<file path="src/lagc_pkg.sv">
package lagc_pkg;

  // ==========================================================================
  // register offsets
  localparam logic [7:0] OFS_GAIN_CEIL  = 8'h58;
  localparam logic [7:0] OFS_ATTACK     = 8'h59;
  localparam logic [7:0] OFS_DECAY      = 8'h5A;
  localparam logic [7:0] OFS_NOISE_DEB  = 8'h5B;
  localparam logic [7:0] OFS_SIGNAL_DEB = 8'h5C;

  // ==========================================================================
  // reset values and writable-bit masks
  localparam logic [7:0] RST_GAIN_CEIL  = 8'h7F;
  localparam logic [7:0] RST_TIMING     = 8'h00;
  localparam logic [7:0] RST_DEBOUNCE   = 8'h00;
  localparam logic [7:0] MASK_GAIN_CEIL = 8'h7F;
  localparam logic [7:0] MASK_NOISE     = 8'h1F;
  localparam logic [7:0] MASK_SIGNAL    = 8'h0F;

  // ==========================================================================
  // field positions inside the timing registers
  localparam int TIME_CODE_LSB = 3;
  localparam int TIME_CODE_MSB = 7;
  localparam int MULT_LSB      = 0;
  localparam int MULT_MSB      = 2;

  // ==========================================================================
  // decode constants, all counts in sample periods
  localparam logic [6:0] CEIL_MAX_CODE     = 7'h50;
  localparam int         ATTACK_UNIT_SHIFT = 5;
  localparam int         DECAY_UNIT_SHIFT  = 9;
  localparam int         DEB_BASE_SHIFT    = 2;
  localparam logic [4:0] DEB_LIN_LAST      = 5'h0A;
  localparam logic [4:0] DEB_MULT_OFFSET   = 5'h09;
  localparam logic [4:0] DEB_MULT_MAX      = 5'h14;
  localparam int         NOISE_UNIT_SHIFT  = 12;
  localparam int         SIGNAL_UNIT_SHIFT = 11;

  // ==========================================================================
  // interval timers
  localparam int LEN_W       = 22;
  localparam int NUM_TIMERS  = 4;
  localparam int TMR_ATTACK  = 0;
  localparam int TMR_DECAY   = 1;
  localparam int TMR_NOISE   = 2;
  localparam int TMR_SIGNAL  = 3;

  typedef logic [LEN_W-1:0] lagc_len_t;

  typedef enum logic [0:0] {
    TMR_IDLE = 1'b0,
    TMR_RUN  = 1'b1
  } lagc_tmr_state_e;

  // ==========================================================================
  // configuration carried from the register bank to the decoder
  typedef struct packed {
    logic [6:0] gain;
    logic [4:0] atk_code;
    logic [2:0] atk_mult;
    logic [4:0] dec_code;
    logic [2:0] dec_mult;
    logic [4:0] noise;
    logic [3:0] signal;
  } lagc_cfg_s;

endpackage

</file>
<file path="src/lagc_timing_regs.sv">
`timescale 1ns/1ns
module lagc_timing_regs (
  input  wire logic                                i_core_clk,
  input  wire logic                                i_rst,
  input  wire logic                                i_fs_tick,
  input  wire logic                                i_agc_enable,
  input  wire logic                                i_reg_sel,
  input  wire logic                                i_reg_we,
  input  wire logic [7:0]                          i_reg_addr,
  input  wire logic [7:0]                          i_reg_wdata,
  input  wire logic [lagc_pkg::NUM_TIMERS-1:0]     i_timer_start,
  output logic [7:0]                               o_reg_rdata,
  output logic                                     o_reg_hit,
  output logic                                     o_agc_active,
  output logic [6:0]                               o_gain_ceiling,
  output lagc_pkg::lagc_len_t                      o_attack_len,
  output lagc_pkg::lagc_len_t                      o_decay_len,
  output lagc_pkg::lagc_len_t                      o_noise_deb_len,
  output lagc_pkg::lagc_len_t                      o_signal_deb_len,
  output logic [lagc_pkg::NUM_TIMERS-1:0]          o_timer_busy,
  output logic [lagc_pkg::NUM_TIMERS-1:0]          o_timer_done
);

  // ==========================================================================
  // register storage
  logic [7:0] gain_q,   gain_d;
  logic [7:0] attack_q, attack_d;
  logic [7:0] decay_q,  decay_d;
  logic [7:0] noise_q,  noise_d;
  logic [7:0] signal_q, signal_d;
  logic [7:0] rdata_d;
  logic       hit_d;

  // next register values and read answer
  always_comb begin
    gain_d   = gain_q;
    attack_d = attack_q;
    decay_d  = decay_q;
    noise_d  = noise_q;
    signal_d = signal_q;
    rdata_d  = 8'h00;
    hit_d    = 1'b0;
    if (i_reg_sel) begin
      case (i_reg_addr)
        lagc_pkg::OFS_GAIN_CEIL: begin
          hit_d   = 1'b1;
          rdata_d = gain_q;
          if (i_reg_we) begin
            gain_d = i_reg_wdata & lagc_pkg::MASK_GAIN_CEIL;
          end
        end
        lagc_pkg::OFS_ATTACK: begin
          hit_d   = 1'b1;
          rdata_d = attack_q;
          if (i_reg_we) begin
            attack_d = i_reg_wdata;
          end
        end
        lagc_pkg::OFS_DECAY: begin
          hit_d   = 1'b1;
          rdata_d = decay_q;
          if (i_reg_we) begin
            decay_d = i_reg_wdata;
          end
        end
        lagc_pkg::OFS_NOISE_DEB: begin
          hit_d   = 1'b1;
          rdata_d = noise_q;
          if (i_reg_we) begin
            noise_d = i_reg_wdata & lagc_pkg::MASK_NOISE;
          end
        end
        lagc_pkg::OFS_SIGNAL_DEB: begin
          hit_d   = 1'b1;
          rdata_d = signal_q;
          if (i_reg_we) begin
            signal_d = i_reg_wdata & lagc_pkg::MASK_SIGNAL;
          end
        end
        default: begin
          hit_d   = 1'b0;
          rdata_d = 8'h00;
        end
      endcase
      if (i_reg_we) begin
        rdata_d = 8'h00;
      end
    end
  end

  // register bank flops
  always_ff @(posedge i_core_clk or posedge i_rst) begin
    if (i_rst) begin
      gain_q      <= lagc_pkg::RST_GAIN_CEIL;
      attack_q    <= lagc_pkg::RST_TIMING;
      decay_q     <= lagc_pkg::RST_TIMING;
      noise_q     <= lagc_pkg::RST_DEBOUNCE;
      signal_q    <= lagc_pkg::RST_DEBOUNCE;
      o_reg_rdata <= 8'h00;
      o_reg_hit   <= 1'b0;
    end else begin
      gain_q      <= gain_d;
      attack_q    <= attack_d;
      decay_q     <= decay_d;
      noise_q     <= noise_d;
      signal_q    <= signal_d;
      o_reg_rdata <= rdata_d;
      o_reg_hit   <= hit_d;
    end
  end

  // ==========================================================================
  // configuration decode
  lagc_pkg::lagc_cfg_s cfg;
  lagc_pkg::lagc_len_t attack_len, decay_len, noise_len, signal_len;
  logic [6:0]          ceil_d;

  assign cfg.gain     = gain_q[6:0];
  assign cfg.atk_code = attack_q[lagc_pkg::TIME_CODE_MSB:lagc_pkg::TIME_CODE_LSB];
  assign cfg.atk_mult = attack_q[lagc_pkg::MULT_MSB:lagc_pkg::MULT_LSB];
  assign cfg.dec_code = decay_q[lagc_pkg::TIME_CODE_MSB:lagc_pkg::TIME_CODE_LSB];
  assign cfg.dec_mult = decay_q[lagc_pkg::MULT_MSB:lagc_pkg::MULT_LSB];
  assign cfg.noise    = noise_q[4:0];
  assign cfg.signal   = signal_q[3:0];

  lagc_time_decode u_decode (
    .i_cfg        (cfg),
    .o_attack_len (attack_len),
    .o_decay_len  (decay_len),
    .o_noise_len  (noise_len),
    .o_signal_len (signal_len)
  );

  // effective ceiling, reserved codes clamp to the top valid code
  always_comb begin
    if (cfg.gain > lagc_pkg::CEIL_MAX_CODE) begin
      ceil_d = lagc_pkg::CEIL_MAX_CODE;
    end else begin
      ceil_d = cfg.gain;
    end
  end

  // decoded outputs registered
  always_ff @(posedge i_core_clk or posedge i_rst) begin
    if (i_rst) begin
      o_gain_ceiling   <= 7'h00;
      o_attack_len     <= '0;
      o_decay_len      <= '0;
      o_noise_deb_len  <= '0;
      o_signal_deb_len <= '0;
      o_agc_active     <= 1'b0;
    end else begin
      o_gain_ceiling   <= ceil_d;
      o_attack_len     <= attack_len;
      o_decay_len      <= decay_len;
      o_noise_deb_len  <= noise_len;
      o_signal_deb_len <= signal_len;
      o_agc_active     <= i_agc_enable;
    end
  end

  // ==========================================================================
  // interval timers, one per attack, decay, noise and signal interval
  lagc_pkg::lagc_len_t len_arr [lagc_pkg::NUM_TIMERS];

  assign len_arr[lagc_pkg::TMR_ATTACK] = o_attack_len;
  assign len_arr[lagc_pkg::TMR_DECAY]  = o_decay_len;
  assign len_arr[lagc_pkg::TMR_NOISE]  = o_noise_deb_len;
  assign len_arr[lagc_pkg::TMR_SIGNAL] = o_signal_deb_len;

  for (genvar k = 0; k < lagc_pkg::NUM_TIMERS; k++) begin : g_timer
    lagc_interval_timer #(
      .LEN_W (lagc_pkg::LEN_W)
    ) u_timer (
      .i_core_clk (i_core_clk),
      .i_rst      (i_rst),
      .i_enable   (o_agc_active),
      .i_fs_tick  (i_fs_tick),
      .i_start    (i_timer_start[k]),
      .i_length   (len_arr[k]),
      .o_busy     (o_timer_busy[k]),
      .o_done     (o_timer_done[k])
    );
  end
endmodule

</file>
<file path="src/lagc_time_decode.sv">
`timescale 1ns/1ns
module lagc_time_decode (
  input  wire lagc_pkg::lagc_cfg_s i_cfg,
  output lagc_pkg::lagc_len_t      o_attack_len,
  output lagc_pkg::lagc_len_t      o_decay_len,
  output lagc_pkg::lagc_len_t      o_noise_len,
  output lagc_pkg::lagc_len_t      o_signal_len
);

  // ==========================================================================
  // debounce table: zero, doubling from 4, then multiples of a large unit
  function automatic lagc_pkg::lagc_len_t deb_len(input logic [4:0] code,
                                                  input int unit_shift);
    logic [4:0] mult;
    mult = 5'h00;
    if (code == 5'h00) begin
      deb_len = '0;
    end else if (code <= lagc_pkg::DEB_LIN_LAST) begin
      deb_len = lagc_pkg::lagc_len_t'(1) << (lagc_pkg::DEB_BASE_SHIFT + int'(code) - 1);
    end else begin
      mult = code - lagc_pkg::DEB_MULT_OFFSET;
      if (mult > lagc_pkg::DEB_MULT_MAX) begin
        mult = lagc_pkg::DEB_MULT_MAX;
      end
      deb_len = lagc_pkg::lagc_len_t'(mult) << unit_shift;
    end
  endfunction

  // ==========================================================================
  // odd unit count times base unit, scaled by a power of two
  // attack odd units
  assign o_attack_len = lagc_pkg::lagc_len_t'({i_cfg.atk_code, 1'b1})
                        << (lagc_pkg::ATTACK_UNIT_SHIFT + int'(i_cfg.atk_mult));
  assign o_decay_len  = lagc_pkg::lagc_len_t'({i_cfg.dec_code, 1'b1})
                        << (lagc_pkg::DECAY_UNIT_SHIFT + int'(i_cfg.dec_mult));
  assign o_noise_len  = deb_len(i_cfg.noise, lagc_pkg::NOISE_UNIT_SHIFT);
  assign o_signal_len = deb_len({1'b0, i_cfg.signal}, lagc_pkg::SIGNAL_UNIT_SHIFT);

endmodule

</file>
<file path="src/lagc_interval_timer.sv">
`timescale 1ns/1ns
module lagc_interval_timer #(
  parameter int LEN_W = lagc_pkg::LEN_W
) (
  input  wire logic             i_core_clk,
  input  wire logic             i_rst,
  input  wire logic             i_enable,
  input  wire logic             i_fs_tick,
  input  wire logic             i_start,
  input  wire logic [LEN_W-1:0] i_length,
  output logic                  o_busy,
  output logic                  o_done
);

  lagc_pkg::lagc_tmr_state_e state_q, state_d;
  logic [LEN_W-1:0]          cnt_q, cnt_d;
  logic                      done_d;

  // ==========================================================================
  // next state: load on start, count sample ticks, pulse on expiry
  always_comb begin
    state_d = state_q;
    cnt_d   = cnt_q;
    done_d  = 1'b0;
    if (!i_enable) begin
      state_d = lagc_pkg::TMR_IDLE;
      cnt_d   = '0;
    end else if (i_start) begin
      if (i_length == '0) begin
        done_d  = 1'b1;
        state_d = lagc_pkg::TMR_IDLE;
      end else begin
        cnt_d   = i_length;
        state_d = lagc_pkg::TMR_RUN;
      end
    end else begin
      case (state_q)
        lagc_pkg::TMR_IDLE: begin
          cnt_d = cnt_q;
        end
        lagc_pkg::TMR_RUN: begin
          if (i_fs_tick) begin
            cnt_d = cnt_q - LEN_W'(1);
            if (cnt_q == LEN_W'(1)) begin
              done_d  = 1'b1;
              state_d = lagc_pkg::TMR_IDLE;
            end
          end
        end
        default: begin
          state_d = lagc_pkg::TMR_IDLE;
        end
      endcase
    end
  end

  // registers
  always_ff @(posedge i_core_clk or posedge i_rst) begin
    if (i_rst) begin
      state_q <= lagc_pkg::TMR_IDLE;
      cnt_q   <= '0;
      o_done  <= 1'b0;
    end else begin
      state_q <= state_d;
      cnt_q   <= cnt_d;
      o_done  <= done_d;
    end
  end

  assign o_busy = (state_q == lagc_pkg::TMR_RUN);

endmodule

</file>
<file path="config.mk">
export PLATFORM = sky130hd
export DESIGN_NAME = lagc_timing_regs
export DESIGN_NICKNAME = d
export VERILOG_FILES = /design/src/lagc_pkg.sv /design/src/lagc_timing_regs.sv /design/src/lagc_time_decode.sv /design/src/lagc_interval_timer.sv
export SDC_FILE = /design/constraint.sdc
export NUM_CORES = 1
export LEC_CHECK = 0
export CAP_MARGIN = 10
export CORE_MARGIN = 5
export CORE_UTILIZATION = 41
export DETAILED_ROUTE_END_ITERATION = 16
export DONT_BUFFER_PORTS = 1
export SYNTH_ARGS = -nofsm -noshare
export SYNTH_HDL_FRONTEND = slang
export SYNTH_SLANG_ARGS = --single-unit
</file>
<file path="constraint.sdc">
create_clock -name i_core_clk -period 9.1 [get_ports i_core_clk]
set_clock_uncertainty 0.05 [all_clocks]
set_input_delay 0.91 -clock i_core_clk [delete_from_list [all_inputs] [get_ports i_core_clk]]
set_output_delay 0.91 -clock i_core_clk [all_outputs]
set_load 0.02 [all_outputs]
</file>
==> results.json <==
{
  "gr-usage-met2_pct": 29.7,
  "setup_violations": 0,
  "stdcell_area_um2": 14000,
  "async_flop_share_pct": 100,
  "yosysSeqAreaShare_pct": 45.6,
  "overflow": 0,
  "postPlaceCellArea_um2": 13000,
  "cp.arrival_ns": 3.31,
  "fin_util_pct": 45.5,
  "htree_levels": 1,
  "wl_per_cell_um": 20.1,
  "status": "finished clean",
  "cp_max_fo": 16,
  "ant_nets": 0,
  "clock.fmax_mhz": 340,
  "grt-busiest-layer": "met2",
  "dieArea_um2": 34700,
  "numPlacedInstances": 1706,
  "hold_path.class": "primary input to asynchronous set/reset pin",
  "synth_warnings": 0,
  "finalWeightedCongestion": 0.876,
  "ir_drop_uv": 130,
  "yosys-top-cells-count": "dfrtp_1 (225), nor2_1 (137), nand2_1 (119)",
  "vias": 10500,
  "die_x_um": 186,
  "ys_top_cells_by_area": "dfrtp_1 (44%), o21ai_0 (4.6%), nor2_1 (4.0%)",
  "cts_buffer_depth": 3,
  "power-per-cell-area_nw_per_um2": 196,
  "timing.final.max_slew_violations": 0,
  "die_h_um": 186,
  "cts_buffers": 27,
  "period_minus_slack_ns": 2.94,
  "rsz0062_at_grt": "no",
  "grt_pass1_vias": 9980,
  "pin_count": 139,
  "met1_usage_pct": 27.9,
  "first_iter_violations": 873,
  "yosysTopAreaCell": "dfrtp_1",
  "yosys.area_share.xor_xnor_pct": 1.58,
  "worst_pin_slew_ns": 0.943,
  "muxShareOfSynthArea_pct": 5.57,
  "path_class": "register to register",
  "ys.flop_type": "dfrtp_1",
  "p_leak_uw": 0.00605,
  "cts_hold_buffers": 0,
  "initial_core_util_pct": 41.6,
  "ys_types": 86,
  "ctsResizeCount": 0,
  "syn_inst": 1386,
  "area_delta_synth_final_pct": 9.49,
  "synth_most_common_cell": "dfrtp_1",
  "synth_top_area_share_pct": 44.1,
  "drive_gt1_share_pct": 10.2,
  "grt_max_degree": 99,
  "synth_edf_count": 0,
  "antenna_found_initial": 0,
  "grtUsageTotal_pct": 19.2,
  "synth_top_family_by_area": "simple AND/OR/NAND/NOR gates",
  "fillers": 2922,
  "slew-limit-headroom_pct": 37.0,
  "worstRegToRegCells": 7,
  "synthAdderAreaFrac_pct": 3.14,
  "fin_crit_sh_pct": 32.3,
  "drc_errors": 0,
  "tritoncts": "built",
  "ys_ff_latch": 232,
  "via_per_inst": 5.97,
  "start_kind": "register",
  "end_kind": "register",
  "core_area_um2": 30700,
  "cp.required_ns": 9.47,
  "syn_area_um2": 12800,
  "finalSetupTns_ns": 0,
  "root_buffer": "clkbuf_16",
  "syn_area_per_cell_um2": 9.20,
  "dpl.hpwl_um": 24600,
  "wirelength_um": 35200,
  "post_cts_buffers": 0,
  "clk_pin_slew_ns": 0.06,
  "port_buffers": 0,
  "synth-compound-area-share_pct": 18.3,
  "grt_use_met3_pct": 3.76,
  "fin_nets": 1397,
  "drt_pass1_iterations": 5,
  "cts_sinks": 232,
  "clock_latency_ns": 0.53,
  "rows": 64,
  "fin_cells": 1754,
  "grt_pass1_wl_um": 56200,
  "synth-simple-area-share_pct": 21.7,
  "hold_viol": 0,
  "num_antenna_cells": 0,
  "max-cap-violations": 0
}
==> placed cells by master, fill, tap and decap left out, types with 12 or more instances in the layout <==
cell	count
and2_1	14
o31ai_1	12
nand3_1	33
mux2i_1	26
inv_1	36
o211ai_1	14
nor4_1	47
nand2_1	119
nand2b_1	16
xor2_1	13
a21oi_1	91
nand3b_1	12
o21ai_0	116
or3_1	12
ha_1	32
dfrtp_1	224
o21a_1	12
clkbuf_16	27
mux2_2	36
a22oi_1	12
nor3_1	64
a31oi_1	13
nor2_1	137
==> cell type report <==
cell class / count / area, µm² / share of cell area, %
multi-input combinational: 1030 / 6430 / 46.1
sequential: 232 / 5820 / 41.6
clock buffer: 34 / 742 / 5.31
tap: 396 / 495 / 3.55
clock inverter: 14 / 255 / 1.83
inverter: 38 / 150 / 1.07
timing repair buffer: 10 / 75.1 / 0.537
==> where the power goes <==
| part | internal, µW | switching, µW | total (µW) | leakage [µW] |
|---|---|---|---|---|
| registers | 1070 | 66.4 | 1140 | 0.00316 |
| clock network | 773 | 430 | 1200 | 0.000488 |
| logic | 144 | 258 | 402 | 0.00240 |
==> final timing paths <==
check	startpoint	endpoint	slack, ns
max	noise_q[2]	o_noise_deb_len[16]	6.16
min	i_rst	o_decay_len[21]	0.31
max reg2reg	noise_q[2]	o_noise_deb_len[16]	6.16
min reg2reg	gain_q[6]	o_gain_ceiling[6]	0.41
max in group asynchronous	i_rst	o_agc_active	7.28
min in group i_core_clk	i_agc_enable	o_agc_active	0.36
==> cells by family (layout without fill, tap and decap cells) <==
family                   Yosys count  count (layout)
AND/OR/NAND/NOR                  540             540
AO/OA/AOI/OAI                    366             366
flip-flops                       232             232
buffers and inverters            128              96
multiplexers                      64              64
adder cells (fa/ha/maj)           32              32
XOR/XNOR                          23              23
other                              1               5
==> state kept, by name (all words and copies together) (netlist names), 4 cells and up <==
name                    count
g_timer.u_timer.cnt_q      88
o_gain_ceiling              7
o_decay_len                22
g_timer.u_timer.o_busy      4
attack_q                    8
g_timer.u_timer.o_done      4
decay_q                     8
gain_q                      7
o_attack_len               21
noise_q                     5
o_signal_deb_len           22
o_noise_deb_len            22
o_reg_rdata                 8
signal_q                    4
==> per-stage QoR <==
stage | hold slack, ns | power, µW | setup slack, ns
detailed placement | 0.410 | 1550 | 6.18
floorplan | 0.411 | 1470 | 1.79
global route | 0.326 | 2870 | 5.80
global placement | 0.406 | 1550 | 6.27
finish | 0.315 | 2740 | 6.16
CTS | 0.322 | 2770 | 6.15
==> critical path, cell delays in order (launching register included) <==
cell	delay, ns
dfrtp_1	0.64
inv_1	0.12
ha_1	0.39
nor4b_1	0.46
nor2_1	0.08
a2111oi_0	0.55
nand3_1	0.22
o32ai_1	0.33
==> routing by layer <==
| metal | part of all wire (%) | wire [µm] |
|---|---|---|
| met2 | 45 | 15700 |
| met1 | 46 | 16100 |
| met5 | 0 | 0 |
| met4 | 2.3 | 827 |
| met3 | 7.4 | 2610 |
Power figures use the tool's default switching activity.
